===== src/abp_map.svh =====
// offsets, field positions, reset values and timing figures of the apd bias block
`ifndef ABP_MAP_SVH
`define ABP_MAP_SVH

// ----------------------------------------------------------------
// clock and switching rates (rates in Hz)
// ----------------------------------------------------------------
`define ABP_CLK_HZ 100000000
`define ABP_FSW_HZ_0 131250
`define ABP_FSW_HZ_1 262500
`define ABP_FSW_HZ_2 525000
`define ABP_FSW_HZ_3 1050000
`define ABP_DUTY_LIMIT_PCT 90
`define ABP_DUTY_FULL 255

// ----------------------------------------------------------------
// register offsets and tables
// ----------------------------------------------------------------
`define ABP_UPPER_BASE 8'h80
`define ABP_TABLE_CFG 8'h02
`define ABP_TABLE_LUT 8'h07
`define ABP_ADDR_STATUS 8'h6e
`define ABP_ADDR_DRIVE 8'h78
`define ABP_ADDR_LEVEL 8'h79
`define ABP_ADDR_SW_CFG 8'h88
`define ABP_ADDR_OUT_DEF 8'hc0
`define ABP_ADDR_TRIP 8'hc3
`define ABP_ADDR_SETPOINT 8'hfe

// ----------------------------------------------------------------
// field positions
// ----------------------------------------------------------------
`define ABP_CFG_AUTO_BIT 0
`define ABP_CFG_INV_BIT 1
`define ABP_CFG_SRC_BIT 2
`define ABP_CFG_QT_BIT 3
`define ABP_CFG_RATE_LSB 4
`define ABP_STAT_NRDY_BIT 0
`define ABP_STAT_LOSS_BIT 1
`define ABP_STAT_TRIP_BIT 2

// ----------------------------------------------------------------
// reset values (sram is all low until recall)
// ----------------------------------------------------------------
`define ABP_BYTE_RESET 8'h00

`endif


===== src/abp_pkg.sv =====
// types shared by the apd bias pwm and digital pin block
package abp_pkg;

  // ----------------------------------------------------------------
  // power sequencing
  // ----------------------------------------------------------------
  typedef enum logic [1:0] {
    ABP_PWR_OFF    = 2'b00,
    ABP_PWR_RECALL = 2'b01,
    ABP_PWR_RUN    = 2'b10
  } abp_pwr_type;

  // ----------------------------------------------------------------
  // register access and nonvolatile image
  // ----------------------------------------------------------------
  typedef struct packed {
    logic wr;
    logic [7:0] table_sel;
    logic [7:0] addr;
    logic [7:0] wdata;
  } abp_reg_req_type;

  typedef struct packed {
    logic [7:0] output_default;
    logic [7:0] sw_config;
    logic [7:0] trip_level;
  } abp_nv_image_type;

endpackage


===== src/abp_od_pins.sv =====
// open-drain pin cells with registered enables and sampled levels
`timescale 1ns/1ns
module abp_od_pins #(
  parameter int N = 4
) (
  input wire logic clk_sys,
  input wire logic rst_n,
  input wire logic [N-1:0] release_req,
  input wire logic [N-1:0] pin_in,
  output logic [N-1:0] pin_level,
  output logic [N-1:0] pin_out,
  output logic [N-1:0] pin_oe_n
);

  logic [N-1:0] next_oe_n;
  logic [N-1:0] next_level;

  if (N < 1) begin : g_chk
    $error("abp_od_pins needs at least one pin");
  end

  // open drain: the pad only ever pulls low
  assign pin_out = '0;

  always_comb begin
    next_oe_n = release_req;
    next_level = pin_in;
  end

  always_ff @(posedge clk_sys or negedge rst_n) begin
    if (!rst_n) begin
      pin_oe_n <= '1;
      pin_level <= '0;
    end else begin
      pin_oe_n <= next_oe_n;
      pin_level <= next_level;
    end
  end

endmodule


===== src/abp_pwm_core.sv =====
// pwm pulse train with rate select, duty limit and blanking
`timescale 1ns/1ns
`include "abp_map.svh"
module abp_pwm_core import abp_pkg::*; #(
  parameter int CLK_HZ = `ABP_CLK_HZ
) (
  input wire logic clk_sys,
  input wire logic rst_n,
  input wire logic [1:0] rate_sel,
  input wire logic [7:0] duty_cmd,
  input wire logic block,
  output logic gate,
  output logic period_start
);

  if (CLK_HZ / `ABP_FSW_HZ_0 > 1023 || CLK_HZ / `ABP_FSW_HZ_3 < 10) begin : g_chk
    $error("abp_pwm_core clock rate out of range");
  end

  function automatic logic [9:0] period_cycles(input logic [1:0] r);
    unique case (r)
      2'b00: period_cycles = 10'(CLK_HZ / `ABP_FSW_HZ_0);
      2'b01: period_cycles = 10'(CLK_HZ / `ABP_FSW_HZ_1);
      2'b10: period_cycles = 10'(CLK_HZ / `ABP_FSW_HZ_2);
      2'b11: period_cycles = 10'(CLK_HZ / `ABP_FSW_HZ_3);
    endcase
  endfunction

  function automatic logic [9:0] limit_cycles(input logic [1:0] r);
    limit_cycles = 10'((20'(period_cycles(r)) * 20'(`ABP_DUTY_LIMIT_PCT)) / 20'd100);
  endfunction

  // ----------------------------------------------------------------
  // high time per period
  // ----------------------------------------------------------------
  function automatic logic [9:0] high_cycles(input logic [1:0] r, input logic [7:0] c);
    logic [19:0] raw;
    raw = (20'(period_cycles(r)) * 20'(c)) / 20'(`ABP_DUTY_FULL);
    high_cycles = (raw > 20'(limit_cycles(r))) ? limit_cycles(r) : raw[9:0];
  endfunction

  logic [9:0] cnt;
  logic [9:0] next_cnt;
  logic [1:0] rate_q;
  logic [1:0] next_rate;
  logic [9:0] high_len;
  logic [9:0] next_high;
  logic next_gate;
  logic next_start;

  always_comb begin
    next_cnt = cnt + 10'd1;
    next_rate = rate_q;
    next_high = high_len;
    next_start = 1'b0;
    if (cnt >= period_cycles(rate_q) - 10'd1) begin
      next_cnt = '0;
      next_rate = rate_sel;
      next_high = high_cycles(rate_sel, duty_cmd);
      next_start = 1'b1;
    end
    // pulse high while count below high time, blanked by block
    next_gate = !block && (next_cnt < next_high);
  end

  always_ff @(posedge clk_sys or negedge rst_n) begin
    if (!rst_n) begin
      cnt <= '0;
      rate_q <= 2'b00;
      high_len <= '0;
      gate <= 1'b0;
      period_start <= 1'b0;
    end else begin
      cnt <= next_cnt;
      rate_q <= next_rate;
      high_len <= next_high;
      gate <= next_gate;
      period_start <= next_start;
    end
  end
endmodule


===== src/abp_bias_pwm_io.sv =====
// apd bias pwm control, setpoint table and open-drain digital pins
// ----------------------------------------------------------------
// ----------------------------------------------------------------
`timescale 1ns/1ns
`include "abp_map.svh"
module abp_bias_pwm_io import abp_pkg::*; #(
  parameter int LUT_DEPTH = 32,
  parameter int CLK_HZ = `ABP_CLK_HZ
) (
  input wire logic clk_sys,
  input wire logic rst_n,
  input wire logic supply_ok,
  input wire logic recall_done,
  input wire abp_nv_image_type nv_image,
  input wire abp_reg_req_type reg_req,
  input wire logic pw2_granted,
  output logic [7:0] reg_rdata,
  output logic nv_default_wr,
  input wire logic [$clog2(LUT_DEPTH)-1:0] temp_index,
  input wire logic [7:0] loop_duty_cmd,
  input wire logic [7:0] apd_current_monitor_input,
  input wire logic loss_of_signal_input,
  input wire logic [3:0] io_pin_in,
  output logic [3:0] io_pin_out,
  output logic [3:0] io_pin_oe_n,
  output logic gate_drive_pin,
  output logic [7:0] bias_setpoint_value,
  output logic apd_overcurrent_trip
);

  localparam int IDX_W = $clog2(LUT_DEPTH);

  // a depth that is not a power of two would let temp_index read past the table
  if (LUT_DEPTH < 2 || LUT_DEPTH > 128 || (LUT_DEPTH & (LUT_DEPTH - 1)) != 0) begin : g_chk
    $error("table depth must be a power of two between 2 and 128");
  end

  // ----------------------------------------------------------------
  // decode shared by the write and read paths
  // ----------------------------------------------------------------
  // lower memory ignores the table select; upper offsets need it
  function automatic logic reg_hit(input abp_reg_req_type r, input logic [7:0] tbl,
                                   input logic [7:0] a);
    reg_hit = (r.addr == a) && ((a < `ABP_UPPER_BASE) || (r.table_sel == tbl));
  endfunction

  function automatic logic lut_hit(input abp_reg_req_type r);
    lut_hit = (r.table_sel == `ABP_TABLE_LUT) && (r.addr >= `ABP_UPPER_BASE) &&
              (int'(r.addr) < int'(`ABP_UPPER_BASE) + LUT_DEPTH);
  endfunction

  // ----------------------------------------------------------------
  // power sequencing
  // ----------------------------------------------------------------
  abp_pwr_type pwr, next_pwr;
  logic recalled, next_recalled, running, recall_now;

  assign running = (pwr == ABP_PWR_RUN);
  assign recall_now = (pwr == ABP_PWR_RECALL) && recall_done;

  // settings survive a dip below the analog level, so no second recall
  always_comb begin
    next_pwr = pwr;
    next_recalled = recalled;
    unique case (pwr)
      ABP_PWR_OFF: begin
        if (supply_ok) begin
          next_pwr = recalled ? ABP_PWR_RUN : ABP_PWR_RECALL;
        end
      end
      ABP_PWR_RECALL: begin
        if (!supply_ok) begin
          next_pwr = ABP_PWR_OFF;
        end else if (recall_done) begin
          next_pwr = ABP_PWR_RUN;
          next_recalled = 1'b1;
        end
      end
      ABP_PWR_RUN: begin
        if (!supply_ok) begin
          next_pwr = ABP_PWR_OFF;
        end
      end
      default: begin
        next_pwr = ABP_PWR_OFF;
      end
    endcase
  end

  always_ff @(posedge clk_sys or negedge rst_n) begin
    if (!rst_n) begin
      pwr <= ABP_PWR_OFF;
      recalled <= 1'b0;
    end else begin
      pwr <= next_pwr;
      recalled <= next_recalled;
    end
  end

  // ----------------------------------------------------------------
  // temperature table
  // ----------------------------------------------------------------
  logic [7:0] lut_mem [LUT_DEPTH];
  logic [7:0] lut_word;
  logic lut_we;

  assign lut_word = lut_mem[temp_index];
  assign lut_we = reg_req.wr && pw2_granted && lut_hit(reg_req);

  always_ff @(posedge clk_sys or negedge rst_n) begin
    if (!rst_n) begin
      for (int i = 0; i < LUT_DEPTH; i++) begin
        lut_mem[i] <= `ABP_BYTE_RESET;
      end
    end else if (lut_we) begin
      lut_mem[reg_req.addr[IDX_W-1:0]] <= reg_req.wdata;
    end
  end

  // ----------------------------------------------------------------
  // registers
  // ----------------------------------------------------------------
  logic [7:0] pin_drive_byte, switching_config, output_default_byte, overcurrent_trip_level;
  logic [7:0] next_drive, next_config, next_default, next_trip_level, next_setpoint;
  logic next_nv_wr, auto_update, host_wr_setpoint;

  assign auto_update = switching_config[`ABP_CFG_AUTO_BIT];
  assign host_wr_setpoint = reg_req.wr &&
                            reg_hit(reg_req, `ABP_TABLE_CFG, `ABP_ADDR_SETPOINT);

  // a recall in the same cycle as a host write wins: it reloads drive, default, config and trip; table writes still land
  always_comb begin
    next_drive = pin_drive_byte;
    next_config = switching_config;
    next_default = output_default_byte;
    next_trip_level = overcurrent_trip_level;
    next_setpoint = bias_setpoint_value;
    next_nv_wr = 1'b0;
    if (recall_now) begin
      next_drive = nv_image.output_default;
      next_default = nv_image.output_default;
      next_config = nv_image.sw_config;
      next_trip_level = nv_image.trip_level;
    end else if (reg_req.wr) begin
      if (reg_hit(reg_req, `ABP_TABLE_CFG, `ABP_ADDR_DRIVE)) begin
        next_drive = reg_req.wdata;
      end
      if (reg_hit(reg_req, `ABP_TABLE_CFG, `ABP_ADDR_SW_CFG)) begin
        next_config = reg_req.wdata;
      end
      // default byte needs level two password
      if (reg_hit(reg_req, `ABP_TABLE_CFG, `ABP_ADDR_OUT_DEF) && pw2_granted) begin
        next_default = reg_req.wdata;
        next_nv_wr = 1'b1;
      end
      if (reg_hit(reg_req, `ABP_TABLE_CFG, `ABP_ADDR_TRIP)) begin
        next_trip_level = reg_req.wdata;
      end
      if (host_wr_setpoint) begin
        next_setpoint = reg_req.wdata;
      end
    end
    // table overrides only in auto mode
    if (running && auto_update) begin
      next_setpoint = lut_word;
    end
  end

  always_ff @(posedge clk_sys or negedge rst_n) begin
    if (!rst_n) begin
      pin_drive_byte <= `ABP_BYTE_RESET;
      switching_config <= `ABP_BYTE_RESET;
      output_default_byte <= `ABP_BYTE_RESET;
      overcurrent_trip_level <= `ABP_BYTE_RESET;
      bias_setpoint_value <= `ABP_BYTE_RESET;
      nv_default_wr <= 1'b0;
    end else begin
      pin_drive_byte <= next_drive;
      switching_config <= next_config;
      output_default_byte <= next_default;
      overcurrent_trip_level <= next_trip_level;
      bias_setpoint_value <= next_setpoint;
      nv_default_wr <= next_nv_wr;
    end
  end

  // ----------------------------------------------------------------
  // quick trip and pulse generation
  // ----------------------------------------------------------------
  logic next_trip;
  logic pwm_block;

  always_comb begin
    next_trip = running && (apd_current_monitor_input > overcurrent_trip_level);
  end

  always_ff @(posedge clk_sys or negedge rst_n) begin
    if (!rst_n) begin
      apd_overcurrent_trip <= 1'b0;
    end else begin
      apd_overcurrent_trip <= next_trip;
    end
  end

  // no pulses while tripped or unpowered
  assign pwm_block = apd_overcurrent_trip || !running;

  abp_pwm_core #(
    .CLK_HZ(CLK_HZ)
  ) u_pwm (
    .clk_sys(clk_sys),
    .rst_n(rst_n),
    .rate_sel(switching_config[`ABP_CFG_RATE_LSB +: 2]),
    .duty_cmd(loop_duty_cmd),
    .block(pwm_block),
    .gate(gate_drive_pin),
    .period_start()
  );

  // ----------------------------------------------------------------
  // digital pins (index 0 is the first pin, 1..3 the general pins)
  // ----------------------------------------------------------------
  logic [3:0] pin_release;
  logic [3:0] pin_level;
  logic first_src_general;
  logic loss_drive;

  assign first_src_general = recalled && switching_config[`ABP_CFG_SRC_BIT];
  assign loss_drive = loss_of_signal_input ^ switching_config[`ABP_CFG_INV_BIT];

  // a released pin floats high through its external pullup
  always_comb begin
    pin_release = 4'hf;
    if (running) begin
      // loss input drives first pin by default
      pin_release[0] = first_src_general ? pin_drive_byte[0] : loss_drive;
      pin_release[3:1] = pin_drive_byte[3:1];
      // trip releases pin two to fire the discharge switch
      if (switching_config[`ABP_CFG_QT_BIT] && apd_overcurrent_trip) begin
        pin_release[2] = 1'b1;
      end
    end
  end

  abp_od_pins #(
    .N(4)
  ) u_pins (
    .clk_sys(clk_sys),
    .rst_n(rst_n),
    .release_req(pin_release),
    .pin_in(io_pin_in),
    .pin_level(pin_level),
    .pin_out(io_pin_out),
    .pin_oe_n(io_pin_oe_n)
  );

  // ----------------------------------------------------------------
  // read path (unmapped offsets read zero)
  // ----------------------------------------------------------------
  logic [7:0] next_rdata;
  logic [7:0] status_byte;

  always_comb begin
    status_byte = 8'h00;
    status_byte[`ABP_STAT_NRDY_BIT] = !running;
    // loss flag is the first pin level
    status_byte[`ABP_STAT_LOSS_BIT] = pin_level[0];
    status_byte[`ABP_STAT_TRIP_BIT] = apd_overcurrent_trip;
    next_rdata = 8'h00;
    if (reg_hit(reg_req, `ABP_TABLE_CFG, `ABP_ADDR_STATUS)) begin
      next_rdata = status_byte;
    end else if (reg_hit(reg_req, `ABP_TABLE_CFG, `ABP_ADDR_DRIVE)) begin
      next_rdata = pin_drive_byte;
    end else if (reg_hit(reg_req, `ABP_TABLE_CFG, `ABP_ADDR_LEVEL)) begin
      next_rdata = {4'h0, pin_level[3:1], 1'b0};
    end else if (reg_hit(reg_req, `ABP_TABLE_CFG, `ABP_ADDR_SW_CFG)) begin
      next_rdata = switching_config;
    end else if (reg_hit(reg_req, `ABP_TABLE_CFG, `ABP_ADDR_OUT_DEF)) begin
      next_rdata = output_default_byte;
    end else if (reg_hit(reg_req, `ABP_TABLE_CFG, `ABP_ADDR_TRIP)) begin
      next_rdata = overcurrent_trip_level;
    end else if (reg_hit(reg_req, `ABP_TABLE_CFG, `ABP_ADDR_SETPOINT)) begin
      next_rdata = bias_setpoint_value;
    end else if (lut_hit(reg_req)) begin
      next_rdata = lut_mem[reg_req.addr[IDX_W-1:0]];
    end
  end

  always_ff @(posedge clk_sys or negedge rst_n) begin
    if (!rst_n) begin
      reg_rdata <= 8'h00;
    end else begin
      reg_rdata <= next_rdata;
    end
  end
endmodule


===== config.mk =====
export PLATFORM = sky130hd
export DESIGN_NAME = abp_bias_pwm_io
export DESIGN_NICKNAME = d
export VERILOG_FILES = /design/src/abp_pkg.sv /design/src/abp_od_pins.sv /design/src/abp_pwm_core.sv /design/src/abp_bias_pwm_io.sv
export VERILOG_INCLUDE_DIRS = /design/src
export SDC_FILE = /design/constraint.sdc
export NUM_CORES = 1
export LEC_CHECK = 0
export ABC_AREA = 1
export BUFFER_PORTS_ARGS = -buffer_cell sky130_fd_sc_hd__buf_2
export CAP_MARGIN = 30
export CORE_MARGIN = 2
export CORE_UTILIZATION = 68
export DETAILED_ROUTE_END_ITERATION = 6
export PLACE_DENSITY = 0.9
export SETUP_SLACK_MARGIN = 0.5
export SLEW_MARGIN = 30
export SYNTH_ARGS = -nofsm -noshare
export SYNTH_HDL_FRONTEND = slang
export SYNTH_SLANG_ARGS = --single-unit

===== constraint.sdc =====
create_clock -name clk_sys -period 25.9 [get_ports clk_sys]
set_input_delay 5.18 -clock clk_sys [delete_from_list [all_inputs] [get_ports clk_sys]]
set_output_delay 5.18 -clock clk_sys [all_outputs]
set_load 0.02 [all_outputs]

==> results.yml <==
sta:
  skew_ns: 0.0247
  whs_ns: 0.447
  fmax_mhz: 56.1
  grt_setup_unrepaired: "no"
  maxSlewViolCount: 0
  hold_viol: 0
  finalCriticalPeriod_ns: 17.83
  max_slew_margin_pct: 22.7
  worst_slew_pin_slew_ns: 1.15
  tns_ns: 0
  finalCritPeriodShare_pct: 68.8
  finalSetupViolCount: 0
grt:
  grt_pass1_wl_um: 122000
  grt_pass1_vias: 23603
  antenna_found_initial: 1
  grt_overflow_total: 0
  grtUsageTotal_pct: 42.4
  grt_max_degree: 123
worst_setup_path:
  arrival_ns: 18.24
  crit_path_start_kind: "primary input"
  cp_max_fo: 13
  path_class: "primary input to flop"
  slowest_stage: "fa_1"
  crit_family: "simple AND/OR/NAND/NOR gates"
  critPathMaxStageDelay_ns: 0.55
  path_buf_inv: 9
  reg2reg_depth: 92
  crit_cells: 89
  critPathCaptureType: "flop"
  required_ns: 26.32
  cp_common_cell: "nand2_1"
synthesis:
  yosys_register_bits: 340
  synth_area_um2: 23700
  async_flop_share_pct: 100
  ys_warn_count: 0
  post-synth-top-count-cell: "nand2_1"
  synth_top_cell_by_area: "dfrtp_1"
  synth.distinct_cells: 73
  synth_edf_count: 0
  syn_area_per_cell_um2: 7.39
  synth_top_area_share_pct: 35.4
  yosys-top-cells-area: "dfrtp_1, o21ai_0, nand2_1, nor2_1, inv_1"
  synth_ff_type: "dfrtp_1"
  synthTopCellsByCount: "nand2_1, o21ai_0, dfrtp_1, nor2_1, inv_1"
  syn_inst: 3209
  ys_seq_area_share_pct: 35.9
die:
  start_util_pct: 68.8
  core_um2: 34500
  dieArea_um2: 36400
  die_x_um: 191
  rows: 68
  pin_count: 107
  die_h_um: 191
placed_design:
  hpwlAfterDp_um: 52700
  io_buffers: 102
  place_area_um2: 24300
  gp_congestion: 1.15
finish:
  final_area_um2: 25600
  areaGrowthSynthToFinish_pct: 7.91
  multiInputGateArea_um2: 13300
  diodes: 0
  finalNetCount: 3423
  drive_gt1_share_pct: 10.4
  register_area_um2: 8510
  nFillCells: 2581
outcome:
  violations: "design-rule violations"
  status: "finished with violations"
clock_network:
  cts_tree: "done"
  insertion_delay_ns: 0.55
  htree_levels: 2
  cts_setup_buffers: 0
  clk_pin_slew_ns: 0.06
  cts.sinks: 340
  clk_path_buf_depth: 3
  cts_root_buf: "clkbuf_16"
  holdBufCountCts: 0
  cts_buffers: 37
  cts.repair.resized: 0
min_path:
  worstHoldPathType: "flop to flop"
  hold-path-cell-count: 1
route:
  ant_nets: 0
  finalWirelength_um: 77400
  remaining_drc_errors: 21
  via_per_inst: 6.65
  firstDrtPassIters: 7
  drtIter0Drc: 3587
  vias: 24499
  wl_per_cell_um: 21.0
job:
  drv_cap: 0
## metrics by stage
step	std cells	setup WS (ns)	utilization [%]
global route	3686	6.87	74.3
floorplan	3213	9.60	-
global placement	3618	8.06	70.5
finish	3686	8.07	74.3
CTS	3684	8.33	74.1
detailed placement	3619	7.78	70.6
## cell families after synthesis
logic type | count (synthesis) | share of synthesized area [%]
AOI/OAI and AO/OA | 925 | 22.5
and+or+nand+nor | 1275 | 23.6
buffers and inverters | 501 | 8.12
xor gates and xnor gates | 29 | 1.13
adders and majority gates | 138 | 8.80
DFF | 340 | 35.9
other | 1 | 0.0158
## layer usage
layer  vias to the layer above  share of wire, %  track usage [%]  routed length [um]
met3                       480                12             10.7                9490
met2                      1870                45             66.4               34700
met5                         -             0.012                0                   9
met1                     11396                35             52.1               27300
li1                      10751                 -                -                   -
met4                         2               7.7             27.8                5960
## cell usage in the layout, fill, tap and decap left out, types with 18 or more instances in the layout
master,synthesis,layout
clkbuf_16,0,37
fa_1,48,48
o221ai_1,36,36
nand4_1,20,20
o21ai_0,541,541
nor2_1,323,322
nand2_1,721,719
nand3_1,80,80
inv_2,20,29
o22ai_1,158,158
buf_2,0,100
ha_1,90,90
inv_1,307,297
o211ai_1,32,32
nand2_4,18,18
nand2_2,36,38
dfrtp_1,336,336
a21oi_1,61,60
o22a_1,20,20
## area by class of cell
type                       count  area share, %
sequential                   340           33.3
clock buffer                  51           4.06
multi-input combinational   2372           52.0
tap                          455           2.22
inverter                     333           4.90
timing repair buffer         121           2.82
clock inverter                14          0.743
## worst paths after layout
check                                         start            to  slack [ns]
worst max-delay path               loop_duty_cmd[7]    u_pwm.gate        8.07
worst min-delay path            u_pins.pin_level[0]  reg_rdata[1]        0.45
worst max register to register  switching_config[4]    u_pwm.gate       11.06
worst min register to register  u_pins.pin_level[0]  reg_rdata[1]        0.45
max in group asynchronous                     rst_n  lut_mem[116]       19.73
min in group asynchronous                     rst_n  lut_mem[204]        4.50
## registers in the layout, indices dropped and copies added, names as in the netlist, 2 cells and up
name and cells:
bias_setpoint_value 8, lut_mem 256, output_default_byte 8, overcurrent_trip_level 8, pin_drive_byte 8, pwr 2, reg_rdata 8, switching_config 8
u_pins.pin_level 4, u_pins.pin_oe_n 4, u_pwm.cnt 10, u_pwm.high_len 10, u_pwm.rate_q 2
Power is not shown: default switching activity piles up to over one toggle a cycle in this logic, so the estimate is an artifact.
